<file path="src/common/mpc_map.svh">
// Purpose: Register offsets, field positions and reset values of the
//          media port pin control block.
// Assumes: Byte addresses on a 32-bit APB data path.
// Notes:   Definitions only.
`ifndef MPC_MAP_SVH
`define MPC_MAP_SVH

// Register byte offsets.
`define MPC_OFF_CFG       12'h000
`define MPC_OFF_PWR       12'h004
`define MPC_OFF_MISC      12'h008
`define MPC_OFF_CLKSEL    12'h00C
`define MPC_OFF_SEQX      12'h010
`define MPC_OFF_STATUS    12'h014
`define MPC_OFF_HOST      12'h018
`define MPC_OFF_SERIAL    12'h31C

// Configuration register fields.
`define MPC_CFG_MODE_LO   0
`define MPC_CFG_EXTVCG    2
`define MPC_CFG_EXTPCLK   3
`define MPC_CFG_STEREO    4
`define MPC_CFG_INTERLACE 5

// Power management field positions and the tristate code.
`define MPC_PWR_BLANK_LO  0
`define MPC_PWR_HSYNC_LO  2
`define MPC_PWR_VSYNC_LO  4
`define MPC_PWR_TRISTATE  2'h3

// Clock select fields.
`define MPC_CLK_MEM_LO    0
`define MPC_CLK_PIX_LO    3

// Extended sequencer register bits.
`define MPC_SEQ_GP0       3
`define MPC_SEQ_GP1       4
`define MPC_SEQ_SCL       5
`define MPC_SEQ_SDA       6

// Serial port register bits.
`define MPC_SER_SCL_W     0
`define MPC_SER_SDA_W     1
`define MPC_SER_SCL_R     2
`define MPC_SER_SDA_R     3

// Status register bits.
`define MPC_ST_GP0        0
`define MPC_ST_GP1        1
`define MPC_ST_SCL        2
`define MPC_ST_SDA        3
`define MPC_ST_ODD        4
`define MPC_ST_FIFO_LOW   5
`define MPC_ST_BUSY       6
`define MPC_ST_GP_EN      7

// Host cycle register fields.
`define MPC_HOST_ADDR_LO  0
`define MPC_HOST_READ     8
`define MPC_HOST_START    9

// Reset values.
`define MPC_RST_CFG       6'h00
`define MPC_RST_PWR       6'h00
`define MPC_RST_CLKSEL    7'h00
`define MPC_RST_SEQX      8'h60

`endif

</file>
<file path="src/common/mpc_pkg.sv">
// Purpose: Types shared by the media port pin control block.
// Assumes: Nothing beyond the map header.
// Notes:   Pin drives travel as value and enable pairs.
package mpc_pkg;

  typedef enum logic [1:0] {
    MPC_MODE_FEATURE,
    MPC_MODE_MODULE,
    MPC_MODE_VDEC,
    MPC_MODE_MPEG
  } mpc_mode_t;

  typedef enum logic [1:0] {
    MPC_HC_IDLE,
    MPC_HC_SETUP,
    MPC_HC_WAIT,
    MPC_HC_END
  } mpc_hc_state_t;

  typedef struct packed {
    logic val;
    logic oe;
  } mpc_pin_t;

  typedef struct packed {
    logic interlace;
    logic stereo;
    logic ext_pclk;
    logic ext_vcg;
    mpc_mode_t mode;
  } mpc_cfg_t;

endpackage

</file>
<file path="src/mpc_pin_control.sv">
// Purpose: Pin function and output enable control of the media port.
// Assumes: Pin inputs are synchronous to i_clk; APB slave with no waits.
// Notes:   Pin drives are registered, so they follow a setting by one cycle.
`timescale 1ns/1ns
`include "mpc_map.svh"

module mpc_pin_control
  import mpc_pkg::*;
#(
  parameter int ADDR_W = 12
) (
  // Clock and reset.
  input wire logic i_clk,
  input wire logic i_reset,
  // APB slave.
  input wire logic i_psel,
  input wire logic i_penable,
  input wire logic i_pwrite,
  input wire logic [ADDR_W-1:0] i_paddr,
  input wire logic [31:0] i_pwdata,
  output logic [31:0] o_prdata,
  output logic o_pready,
  output logic o_pslverr,
  // Display core.
  input wire logic i_ext_video_select,
  input wire logic i_int_blank,
  input wire logic i_int_hsync,
  input wire logic i_int_vsync,
  output logic o_dac_blank,
  output logic o_display_drive,
  output logic o_line_reference,
  output logic o_frame_start,
  output logic o_field_odd,
  output logic o_refill_irq,
  // Blank and sync pins.
  input wire logic i_blank_pin,
  output logic o_blank_pin,
  output logic o_blank_pin_oe,
  output logic o_hsync_out_pin,
  output logic o_hsync_out_pin_oe,
  output logic o_vsync_out_pin,
  output logic o_vsync_out_pin_oe,
  // Shared clock select and module host pins.
  input wire logic i_vref_mclk1_pin,
  output logic o_vref_mclk1_pin,
  output logic o_vref_mclk1_pin_oe,
  input wire logic i_serial_data_mclk2_pin,
  output logic o_serial_data_mclk2_pin,
  output logic o_serial_data_mclk2_pin_oe,
  input wire logic i_serial_clk_pin,
  output logic o_serial_clk_pin,
  output logic o_serial_clk_pin_oe,
  output logic [2:0] o_host_addr_pin,
  output logic o_host_rw_pin,
  output logic o_host_strobe_pin_n,
  input wire logic i_fifo_level_field_in,
  // General data pins.
  input wire logic i_gp_data0,
  output logic o_gp_data0,
  output logic o_gp_data0_oe,
  input wire logic i_gp_data1,
  output logic o_gp_data1,
  output logic o_gp_data1_oe,
  output logic o_gp_write_strobe,
  output logic o_gp_read_enable_n
);

  if (ADDR_W < 10) begin : g_bad_addr
    $error("ADDR_W must reach offset 0x31C");
  end

  mpc_cfg_t cfg;
  logic [5:0] pwr;
  logic [2:0] memclk_freq_select;
  logic [3:0] pixclk_freq_select;
  logic [7:0] seqx;
  logic gp_enable;
  logic por_pending;
  logic [2:0] host_addr;
  logic host_read;
  mpc_hc_state_t hc_state;
  mpc_hc_state_t next_hc_state;
  logic fifo_low;

  logic setup;
  logic access;
  logic wr;
  logic [11:0] addr;
  logic mapped;
  logic is_decoder;
  logic is_host_mode;
  logic target_ack_n;
  logic enabling_write;
  logic [31:0] next_rdata;

  mpc_pin_t next_blank;
  mpc_pin_t next_hsync;
  mpc_pin_t next_vsync;
  mpc_pin_t next_vref;
  mpc_pin_t next_sda;
  mpc_pin_t next_gp0;
  mpc_pin_t next_gp1;
  logic [2:0] next_host_addr;

  assign addr = 12'(i_paddr);
  assign setup = i_psel && !i_penable;
  assign access = i_psel && i_penable;
  assign wr = access && i_pwrite;
  assign o_pready = 1'b1;
  assign is_decoder = cfg.mode != MPC_MODE_FEATURE;
  assign is_host_mode = cfg.mode == MPC_MODE_MODULE ||
                        cfg.mode == MPC_MODE_MPEG;
  assign target_ack_n = i_gp_data0;

  always_comb begin
    unique case (addr)
      `MPC_OFF_CFG, `MPC_OFF_PWR, `MPC_OFF_MISC, `MPC_OFF_CLKSEL,
      `MPC_OFF_SEQX, `MPC_OFF_STATUS, `MPC_OFF_HOST,
      `MPC_OFF_SERIAL: mapped = 1'b1;
      default: mapped = 1'b0;
    endcase
  end

  assign o_pslverr = access && !mapped;

  // Misc output, clock select and extended sequencer writes all arm the
  // data pins.
  assign enabling_write = wr && (addr == `MPC_OFF_MISC ||
                                 addr == `MPC_OFF_CLKSEL ||
                                 addr == `MPC_OFF_SEQX);

  // Configuration registers.
  always_ff @(posedge i_clk) begin
    if (i_reset) begin
      cfg <= mpc_cfg_t'(`MPC_RST_CFG);
      pwr <= `MPC_RST_PWR;
      memclk_freq_select <= 3'h0;
      pixclk_freq_select <= 4'h0;
    end else if (wr) begin
      if (addr == `MPC_OFF_CFG) begin
        cfg <= mpc_cfg_t'(i_pwdata[5:0]);
      end
      if (addr == `MPC_OFF_PWR) begin
        pwr <= i_pwdata[5:0];
      end
      if (addr == `MPC_OFF_CLKSEL) begin
        memclk_freq_select <= i_pwdata[`MPC_CLK_MEM_LO +: 3];
        pixclk_freq_select <= i_pwdata[`MPC_CLK_PIX_LO +: 4];
      end
    end
  end

  // Serial bus bits are shared by the sequencer and the serial port.
  always_ff @(posedge i_clk) begin
    if (i_reset) begin
      seqx <= `MPC_RST_SEQX;
    end else if (wr && addr == `MPC_OFF_SEQX) begin
      seqx <= i_pwdata[7:0];
    end else if (wr && addr == `MPC_OFF_SERIAL) begin
      seqx[`MPC_SEQ_SCL] <= i_pwdata[`MPC_SER_SCL_W];
      seqx[`MPC_SEQ_SDA] <= i_pwdata[`MPC_SER_SDA_W];
    end
  end

  // Data pin 0 floats from reset until an enabling write arrives, and always in decoder mode; pin 1 until then or until stereo is set.
  always_ff @(posedge i_clk) begin
    if (i_reset) begin
      gp_enable <= 1'b0;
    end else if (enabling_write) begin
      gp_enable <= 1'b1;
    end
  end

  // Strobe pulses once after reset release and once per enabling write.
  always_ff @(posedge i_clk) begin
    if (i_reset) begin
      por_pending <= 1'b1;
      o_gp_write_strobe <= 1'b0;
    end else begin
      por_pending <= 1'b0;
      o_gp_write_strobe <= por_pending || enabling_write;
    end
  end

  // FIFO low request; a new low level wins over a software clear.
  always_ff @(posedge i_clk) begin
    if (i_reset) begin
      fifo_low <= 1'b0;
    end else if (cfg.mode == MPC_MODE_MPEG && i_fifo_level_field_in) begin
      fifo_low <= 1'b1;
    end else if (wr && addr == `MPC_OFF_STATUS &&
                 i_pwdata[`MPC_ST_FIFO_LOW]) begin
      fifo_low <= 1'b0;
    end
  end

  // Host cycle sequencer toward the module or MPEG decoder.
  always_comb begin
    next_hc_state = hc_state;
    unique case (hc_state)
      MPC_HC_IDLE: begin
        if (wr && addr == `MPC_OFF_HOST && i_pwdata[`MPC_HOST_START] &&
            is_host_mode) begin
          next_hc_state = MPC_HC_SETUP;
        end
      end
      MPC_HC_SETUP: next_hc_state = MPC_HC_WAIT;
      MPC_HC_WAIT: begin
        if (!target_ack_n) begin
          next_hc_state = MPC_HC_END;
        end
      end
      MPC_HC_END: next_hc_state = MPC_HC_IDLE;
    endcase
  end

  always_ff @(posedge i_clk) begin
    if (i_reset) begin
      hc_state <= MPC_HC_IDLE;
      host_addr <= 3'h0;
      host_read <= 1'b1;
    end else begin
      hc_state <= next_hc_state;
      if (hc_state == MPC_HC_IDLE && next_hc_state == MPC_HC_SETUP) begin
        host_addr <= i_pwdata[`MPC_HOST_ADDR_LO +: 3];
        host_read <= i_pwdata[`MPC_HOST_READ];
      end
    end
  end

  // Pin drive selection.
  always_comb begin
    next_blank = '{val: i_int_blank, oe: 1'b0};
    next_hsync = '{val: i_int_hsync, oe: 1'b0};
    next_vsync = '{val: i_int_vsync, oe: 1'b0};
    next_vref = '{val: memclk_freq_select[1], oe: 1'b0};
    next_sda = '{val: 1'b0, oe: !seqx[`MPC_SEQ_SDA]};
    next_gp0 = '{val: seqx[`MPC_SEQ_GP0], oe: gp_enable};
    next_gp1 = '{val: seqx[`MPC_SEQ_GP1], oe: gp_enable};
    if (!is_decoder && i_ext_video_select) begin
      next_blank.oe = pwr[`MPC_PWR_BLANK_LO +: 2] != `MPC_PWR_TRISTATE;
      next_hsync.oe = pwr[`MPC_PWR_HSYNC_LO +: 2] != `MPC_PWR_TRISTATE;
      next_vsync.oe = pwr[`MPC_PWR_VSYNC_LO +: 2] != `MPC_PWR_TRISTATE;
    end
    if (is_decoder) begin
      next_hsync.oe = 1'b1;
      next_vsync.oe = 1'b1;
      next_gp0.oe = 1'b0;
    end
    if (cfg.ext_vcg) begin
      next_vref.oe = 1'b1;
      next_sda = '{val: memclk_freq_select[2], oe: 1'b1};
    end
    if (cfg.stereo) begin
      next_gp1.val = cfg.interlace && i_fifo_level_field_in;
      next_gp1.oe = 1'b1;
    end
  end

  // The three address pins share one mux per bit.
  for (genvar b = 0; b < 3; b++) begin : g_addr
    assign next_host_addr[b] = cfg.ext_pclk ? pixclk_freq_select[b] :
                               host_addr[b];
  end

  // Registered pin drivers.
  always_ff @(posedge i_clk) begin
    if (i_reset) begin
      o_blank_pin <= 1'b0;
      o_blank_pin_oe <= 1'b0;
      o_hsync_out_pin <= 1'b0;
      o_hsync_out_pin_oe <= 1'b0;
      o_vsync_out_pin <= 1'b0;
      o_vsync_out_pin_oe <= 1'b0;
    end else begin
      {o_blank_pin, o_blank_pin_oe} <= next_blank;
      {o_hsync_out_pin, o_hsync_out_pin_oe} <= next_hsync;
      {o_vsync_out_pin, o_vsync_out_pin_oe} <= next_vsync;
    end
  end

  always_ff @(posedge i_clk) begin
    if (i_reset) begin
      o_vref_mclk1_pin <= 1'b0;
      o_vref_mclk1_pin_oe <= 1'b0;
      o_serial_data_mclk2_pin <= 1'b0;
      o_serial_data_mclk2_pin_oe <= 1'b0;
      o_serial_clk_pin <= 1'b0;
      o_serial_clk_pin_oe <= 1'b0;
      o_host_addr_pin <= 3'h0;
      o_host_rw_pin <= 1'b1;
      o_host_strobe_pin_n <= 1'b1;
    end else begin
      {o_vref_mclk1_pin, o_vref_mclk1_pin_oe} <= next_vref;
      {o_serial_data_mclk2_pin, o_serial_data_mclk2_pin_oe} <= next_sda;
      o_serial_clk_pin <= 1'b0;
      o_serial_clk_pin_oe <= !seqx[`MPC_SEQ_SCL];
      o_host_addr_pin <= next_host_addr;
      o_host_rw_pin <= cfg.ext_pclk ? pixclk_freq_select[3] :
                       host_read;
      o_host_strobe_pin_n <= cfg.ext_vcg ? memclk_freq_select[0] :
                             hc_state != MPC_HC_WAIT;
    end
  end

  always_ff @(posedge i_clk) begin
    if (i_reset) begin
      o_gp_data0 <= 1'b0;
      o_gp_data0_oe <= 1'b0;
      o_gp_data1 <= 1'b0;
      o_gp_data1_oe <= 1'b0;
      o_gp_read_enable_n <= 1'b1;
    end else begin
      {o_gp_data0, o_gp_data0_oe} <= next_gp0;
      {o_gp_data1, o_gp_data1_oe} <= next_gp1;
      // Outside parties may only drive while neither pin is ours.
      o_gp_read_enable_n <= next_gp0.oe || next_gp1.oe;
    end
  end

  // Core side indications.
  always_ff @(posedge i_clk) begin
    if (i_reset) begin
      o_dac_blank <= 1'b0;
      o_display_drive <= 1'b0;
      o_line_reference <= 1'b0;
      o_frame_start <= 1'b0;
      o_field_odd <= 1'b0;
      o_refill_irq <= 1'b0;
    end else begin
      o_dac_blank <= i_ext_video_select ? i_int_blank :
                     i_blank_pin;
      o_display_drive <= !is_decoder && i_ext_video_select;
      o_line_reference <= is_decoder && i_blank_pin;
      o_frame_start <= !cfg.ext_vcg && is_decoder &&
                       i_vref_mclk1_pin;
      if (cfg.mode == MPC_MODE_VDEC) begin
        o_field_odd <= i_fifo_level_field_in;
      end
      o_refill_irq <= fifo_low;
    end
  end

  // Read data is captured in the setup cycle so the access needs no wait.
  always_comb begin
    next_rdata = 32'h0000_0000;
    unique case (addr)
      `MPC_OFF_CFG: next_rdata[5:0] = cfg;
      `MPC_OFF_PWR: next_rdata[5:0] = pwr;
      `MPC_OFF_CLKSEL: begin
        next_rdata[`MPC_CLK_MEM_LO +: 3] = memclk_freq_select;
        next_rdata[`MPC_CLK_PIX_LO +: 4] = pixclk_freq_select;
      end
      `MPC_OFF_SEQX: next_rdata[7:0] = seqx;
      `MPC_OFF_STATUS: begin
        next_rdata[`MPC_ST_GP0] = i_gp_data0;
        next_rdata[`MPC_ST_GP1] = i_gp_data1;
        next_rdata[`MPC_ST_SCL] = i_serial_clk_pin;
        next_rdata[`MPC_ST_SDA] = i_serial_data_mclk2_pin;
        next_rdata[`MPC_ST_ODD] = o_field_odd;
        next_rdata[`MPC_ST_FIFO_LOW] = fifo_low;
        next_rdata[`MPC_ST_BUSY] = hc_state != MPC_HC_IDLE;
        next_rdata[`MPC_ST_GP_EN] = gp_enable;
      end
      `MPC_OFF_HOST: begin
        next_rdata[`MPC_HOST_ADDR_LO +: 3] = host_addr;
        next_rdata[`MPC_HOST_READ] = host_read;
      end
      `MPC_OFF_SERIAL: begin
        next_rdata[`MPC_SER_SCL_W] = seqx[`MPC_SEQ_SCL];
        next_rdata[`MPC_SER_SDA_W] = seqx[`MPC_SEQ_SDA];
        next_rdata[`MPC_SER_SCL_R] = i_serial_clk_pin;
        next_rdata[`MPC_SER_SDA_R] = i_serial_data_mclk2_pin;
      end
      default: next_rdata = 32'h0000_0000;
    endcase
  end

  always_ff @(posedge i_clk) begin
    if (i_reset) begin
      o_prdata <= 32'h0000_0000;
    end else if (setup && !i_pwrite) begin
      o_prdata <= next_rdata;
    end
  end

  // Checks.
  a_blank_tristate: assert property (@(posedge i_clk)
    disable iff (i_reset) (!is_decoder && i_ext_video_select &&
     pwr[1:0] == 2'h3) |=> !o_blank_pin_oe)
    else $error("blank pin driven with power field 11");

  a_hsync_decoder: assert property (@(posedge i_clk)
    disable iff (i_reset) is_decoder |=> o_hsync_out_pin_oe)
    else $error("hsync not enabled in decoder mode");

  a_vsync_select: assert property (@(posedge i_clk)
    disable iff (i_reset)
    (!is_decoder && !i_ext_video_select) |=> !o_vsync_out_pin_oe)
    else $error("vsync driven with video select low");

  a_scl_pull: assert property (@(posedge i_clk)
    disable iff (i_reset)
    (wr && addr == 12'h31C && !i_pwdata[0]) |=> ##1 o_serial_clk_pin_oe)
    else $error("serial clock not pulled low");

  a_strobe_ack: assert property (@(posedge i_clk)
    disable iff (i_reset)
    (hc_state == MPC_HC_WAIT && target_ack_n) |=> hc_state == MPC_HC_WAIT)
    else $error("host cycle ended without acknowledge");

  a_strobe_pin: assert property (@(posedge i_clk)
    disable iff (i_reset)
    (!cfg.ext_vcg && hc_state == MPC_HC_WAIT) |=> !o_host_strobe_pin_n)
    else $error("strobe pin not low during wait");

  a_gp_float: assert property (@(posedge i_clk)
    disable iff (i_reset) !gp_enable |-> !o_gp_data0_oe)
    else $error("data pin 0 driven before enabling write");

  a_wstrobe_pulse: assert property (@(posedge i_clk)
    disable iff (i_reset) enabling_write |=> o_gp_write_strobe)
    else $error("write strobe missing after enabling write");

  a_stereo_low: assert property (@(posedge i_clk)
    disable iff (i_reset)
    (cfg.stereo && !cfg.interlace) |=> (o_gp_data1_oe && !o_gp_data1))
    else $error("stereo output not low when progressive");

  a_read_enable: assert property (@(posedge i_clk)
    disable iff (i_reset)
    !o_gp_read_enable_n |-> (!o_gp_data0_oe && !o_gp_data1_oe))
    else $error("read enable low while data pins driven");

endmodule

</file>
<file path="config.mk">
export PLATFORM = sky130hd
export DESIGN_NAME = mpc_pin_control
export DESIGN_NICKNAME = d
export VERILOG_FILES = /design/src/common/mpc_pkg.sv /design/src/mpc_pin_control.sv
export VERILOG_INCLUDE_DIRS = /design/src /design/src/common
export SDC_FILE = /design/constraint.sdc
export NUM_CORES = 1
export LEC_CHECK = 0
export BUFFER_PORTS_ARGS = -buffer_cell sky130_fd_sc_hd__buf_4
export CORE_MARGIN = 10
export CORE_UTILIZATION = 53
export CTS_BUF_LIST = sky130_fd_sc_hd__clkbuf_8 sky130_fd_sc_hd__clkbuf_16
export DETAILED_ROUTE_END_ITERATION = 12
export PLACE_DENSITY_LB_ADDON = 0.2
export SKIP_LAST_GASP = 1
export SYNTH_ARGS = -nofsm -noshare
export SYNTH_HDL_FRONTEND = slang
export SYNTH_SLANG_ARGS = --single-unit
</file>
<file path="constraint.sdc">
create_clock -name i_clk -period 4.55 [get_ports i_clk]
set_input_delay 0.6825 -clock i_clk [delete_from_list [all_inputs] [get_ports i_clk]]
set_output_delay 0.6825 -clock i_clk [all_outputs]
set_load 0.01 [all_outputs]
</file>
=== Word level (Yosys, flattened, before mapping) ===
Index checks and enable logic that the tools add are counted.

* Register bits after elaboration: 73
* Input bits: 60
* Word-level logic and storage cells: 137
* Output and inout bits: 63

* Bitwise operators: 2
* Multiplexer cells: 29
* Equal/unequal tests: 18
* Reduce and logical (&&, ||, !) cells: 45

{| class="wikitable"
|+ Operators with widths
! kind !! number
|-
| equality test 12 x 5 -> 1 bit, second input constant || 3
|-
| equality test 12 x 4 -> 1 bit, second input constant || 2
|-
| one-hot mux 3 bit (7 select lines) || 1
|-
| logical AND 1 bit || 20
|-
| 2-to-1 mux 1 bit || 18
|-
| equality test 12 x 10 -> 1 bit, second input constant || 1
|-
| equality test 12 x 3 -> 1 bit, second input constant || 1
|-
| logical NOT 12 bit || 1
|-
| 2-to-1 mux 2 bit || 5
|-
| one-hot mux 2 bit (5 select lines) || 1
|-
| equality test 2 bit, second input constant || 4
|-
| != test 2 bit, second input constant || 4
|-
| one-hot mux 2 bit (4 select lines) || 1
|-
| nonzero test 2 bit || 4
|-
| OR reduction 8 bit || 1
|-
| logical NOT 1 bit || 7
|-
| equality test 2 x 1 -> 1 bit, second input constant || 3
|-
| AND reduction 2 bit || 3
|-
| OR reduction 2 bit || 3
|-
| logical OR 1 bit || 5
|-
| one-hot mux 1 bit (5 select lines) || 1
|-
| one-hot mux 1 bit (3 select lines) || 1
|-
| logical NOT 2 bit || 1
|-
| NOT 1 bit || 2
|-
| one-hot mux 1 bit (2 select lines) || 1
|}

=== Logic depth before layout (Yosys ltp) ===
* Word-level depth: 9
* Depth in mapped cells: 7
* Depth with buffers taken out: 4

=== Worst setup path after synthesis ===
Ideal clock, no wire load.

* Kind: input to output
* Start point: input port i_paddr[6]
* End point: output port o_pslverr
* Buffers on the path: 1
* Data arrival time: 1978 ps
* Path slack: 1889 ps
* Data required time: 3868 ps
* Cell stages on the path: 4
* Cell sequence: or4_4 > buf_6 > nor4b_1 > nor3_1

* Word-level cells in the longest chain between the ends: 5
* Elaborated cells between the ends (all ways): 12
* Classes of those cells: eq/ne (7); mux (1); reduce/logical (4)

{| class="wikitable"
|+ Ends and longest elaborated chain
! element !! RTL line !! text
|-
| start, declared || mpc_pin_control.sv:19 || <nowiki>input wire logic [ADDR_W-1:0] i_paddr,</nowiki>
|-
| equality test 12 x 4 -> 1 bit, or another cell as far along || mpc_pin_control.sv:116 || <nowiki>unique case (addr)</nowiki>
|-
| OR reduction 8 bit * || mpc_pin_control.sv:116 ||
|-
| 2-to-1 mux 1 bit * || mpc_pin_control.sv:116 ||
|-
| logical NOT 1 bit * || mpc_pin_control.sv:124 || <nowiki>assign o_pslverr = access && !mapped;</nowiki>
|-
| logical AND 1 bit * || mpc_pin_control.sv:124 ||
|-
| end, declared || mpc_pin_control.sv:23 || <nowiki>output logic o_pslverr,</nowiki>
|}

Every way passes the cells marked *; elsewhere a longest branch is shown, timed or not.

=== Worst setup path in the final report ===
* Start point: input port i_paddr[7]
* End point: output port o_pslverr

The elaborated chain is that of the path after synthesis.

==> out/metrics.cfg <==
[finish]
layout.cells.most_common_list = sky130_fd_sc_hd__buf_4 (75), sky130_fd_sc_hd__dfxtp_1 (73), sky130_fd_sc_hd__nor2_1 (33), sky130_fd_sc_hd__a21oi_1 (32), sky130_fd_sc_hd__conb_1 (25)
final_cell_area_um2 = 4050
final_util_pct = 64.6
num-nets-final = 491
area.growth.synth_to_final_pct = 19.8
final_common_cell = sky130_fd_sc_hd__buf_4
final_layout_size_suffix_gt1_share_pct = 25.5
ant_diodes = 0

[synthesis]
count_of_flip_flops_with_a_built_in_enable_after_synthesis = 0
netlist.top_cell.by_area = sky130_fd_sc_hd__dfxtp_1
synth_top_area_share_pct = 43.2
postSynthRegisterBits = 73
synth.lib_cells_used.distinct = 55
yosysSeqAreaShare_pct = 43.2
syn_area_um2 = 3380
synth_async_sr_flop_share_pct = 0
synth_area_per_cell_um2 = 9.22
synth_flop_cell = sky130_fd_sc_hd__dfxtp_1
post_synth_main_area_contributors = sky130_fd_sc_hd__dfxtp_1 (43%), sky130_fd_sc_hd__mux2i_1 (5.9%), sky130_fd_sc_hd__buf_4 (5.5%)
syn_inst = 367
ys_warn_count = 0

[sta]
grt_setup_unrepaired = false
slew_headroom_pct = 33.2
fin_skew_ps = 8.94
clock.fmax_mhz = 316
clock_period_minus_worst_slack_ps = 3170
setup_viol = 0
min_period_over_period_pct = 69.6
hold_viol = 0
final.setup.tns_ps = 0
worst_pin_slew_ps = 1000
drv_slew = 0

[route]
drt-vias-per-instance = 5.80
first_iteration_detailed_routing_drc_count = 320
num_vias = 2974
postRouteAntennaNets = 0
finalWirelength_mm = 9.29
post-route-drc-count = 0
firstDrtPassIters = 6
wl_per_cell_um = 18.1

[setup_path]
worst-endpoint-required_ps = 3870
critPathArrivalTime_ps = 2480
path_max_fanout = 17
worst_setup_path_start_kind = primary input
worst_setup_path_startpoint = i_paddr[7]
timing.critical_path.to_type = output port
crit-reg2reg-launch = pwr[5]
timing.setup.critical_path_class = primary input to output port

[global_route]
gr_util_all_layers_pct = 18.1
pin_count_of_the_biggest_net_entering_global_routing = 65
number_of_global_route_vias_before_repair = 2762
global_route_wire_length_before_repair_mm = 14.5
antenna_found_initial = 0
grt_overflow_total = 0

[die]
placeableCoreArea_um2 = 6280
ios = 123
chipWidth_um = 99.9
die_area_um2 = 9980
dieHeight_um = 99.9
num_rows = 29
initial_utilization_pct = 53.9

[placed_design]
globalplace.congestion = 0.928
dpl_cell_area_um2 = 3830
buffer_ports.inserted = 75
place.detailed.hpwl_mm = 6.82

[pwr]
p_leak_nw = 1.61
total_power_w = 0.00132
total_power_divided_by_cell_area_nw_per_um2 = 325
max-vdd-ir-drop_mv = 0.275

[min_path]
min-delay-path-class = flop to flop
hold_path.startpoint = por_pending

[cts]
cts_max_level = 3
post-cts-setup-buffer-count = 0
root_buffer = sky130_fd_sc_hd__clkbuf_8
cts_inserted_buffers = 9
postCtsResizedCells = 0
clock_insertion_delay_worst_skew_ps = 350
cts.hold.buffers_added = 0
cts.reportedPaths.clkPinSlew_ps = 70
cts_buffer_depth = 2
cts_sinks = 73
tritoncts = done

[outcome]
status = completed

[flow_run]
timing.max_cap.violations = 0

[cells by family after synthesis]
logic type	synth area share, %
buf+inv	9.95
mux	7.58
simple gates	22.8
flops	43.2
xor+xnor	0.259
compound gates	15.9
other cells	0.222
[cells in the mapped netlist, types with 3 or more instances]
cell / count
sky130_fd_sc_hd__a21oi_1: 32
sky130_fd_sc_hd__a221oi_1: 4
sky130_fd_sc_hd__a222oi_1: 3
sky130_fd_sc_hd__a22o_1: 3
sky130_fd_sc_hd__a22oi_1: 6
sky130_fd_sc_hd__and3_1: 6
sky130_fd_sc_hd__buf_1: 3
sky130_fd_sc_hd__buf_4: 25
sky130_fd_sc_hd__buf_6: 4
sky130_fd_sc_hd__clkbuf_1: 11
sky130_fd_sc_hd__dfxtp_1: 73
sky130_fd_sc_hd__inv_1: 11
sky130_fd_sc_hd__mux2_2: 5
sky130_fd_sc_hd__mux2i_1: 20
sky130_fd_sc_hd__nand2_1: 23
sky130_fd_sc_hd__nand3_1: 11
sky130_fd_sc_hd__nand3b_1: 3
sky130_fd_sc_hd__nand4_1: 5
sky130_fd_sc_hd__nor2_1: 33
sky130_fd_sc_hd__nor2b_1: 5
sky130_fd_sc_hd__nor3_1: 8
sky130_fd_sc_hd__nor3b_1: 4
sky130_fd_sc_hd__nor4_4: 6
sky130_fd_sc_hd__o21ai_0: 19
sky130_fd_sc_hd__or3_1: 3
sky130_fd_sc_hd__or4_4: 4
[power by group]
part	switching (W)	internal, W
Clock	0.000240	0.000321
Combinational	0.0000670	0.0000418
Sequential	0.00000216	0.000646
[critical path, cell delays in order]
cell and delay (ps):
sky130_fd_sc_hd__buf_4 100, sky130_fd_sc_hd__or3_1 740, sky130_fd_sc_hd__a2111oi_2 690, sky130_fd_sc_hd__nor3_1 90
sky130_fd_sc_hd__buf_4 170
[state kept, by name (all words and copies together), names as in the netlist, 2 cells and up]
register,cells
o_prdata,9
seqx,8
cfg,6
pwr,6
pixclk_freq_select,4
host_addr,3
memclk_freq_select,3
o_host_addr_pin,3
hc_state,2
[layout make-up]
type | count | area (µm²)
inverters | 11 | 41.3
repair buffers | 75 | 563
clock inverters | 6 | 82.6
clock buffers | 10 | 138
flip-flops and latches | 73 | 1460
fillers | 564 | 2220
well taps | 77 | 96.3
multi-input cells | 261 | 1670
[routing by layer]
layer	vias up	global-route usage (%)	part of all wire [%]
li1	1413	-	-
met5	-	0	0
met2	140	28.1	47
met4	0	7.17	2.0
met3	18	5.29	7.8
met1	1403	23.1	43
[final timing paths]
check	cells after the start	slack, ps	end
min	2	430	o_gp_write_strobe
max	5	1380	o_pslverr
max reg2reg	4	3050	o_prdata[5]
min reg2reg	2	430	o_gp_write_strobe
[through the flow]
stage / std cells / hold slack, ps / worst slack, ps
5_1_grt: 513 / 444 / 1260
6_report: 513 / 431 / 1380
4_1_cts: 513 / 433 / 1380
2_1_floorplan: 390 / 411 / 1890
3_5_place_dp: 497 / 423 / 1390
3_3_place_gp: 497 / 415 / 1370
Note: power is estimated with default switching activity, not from simulation.
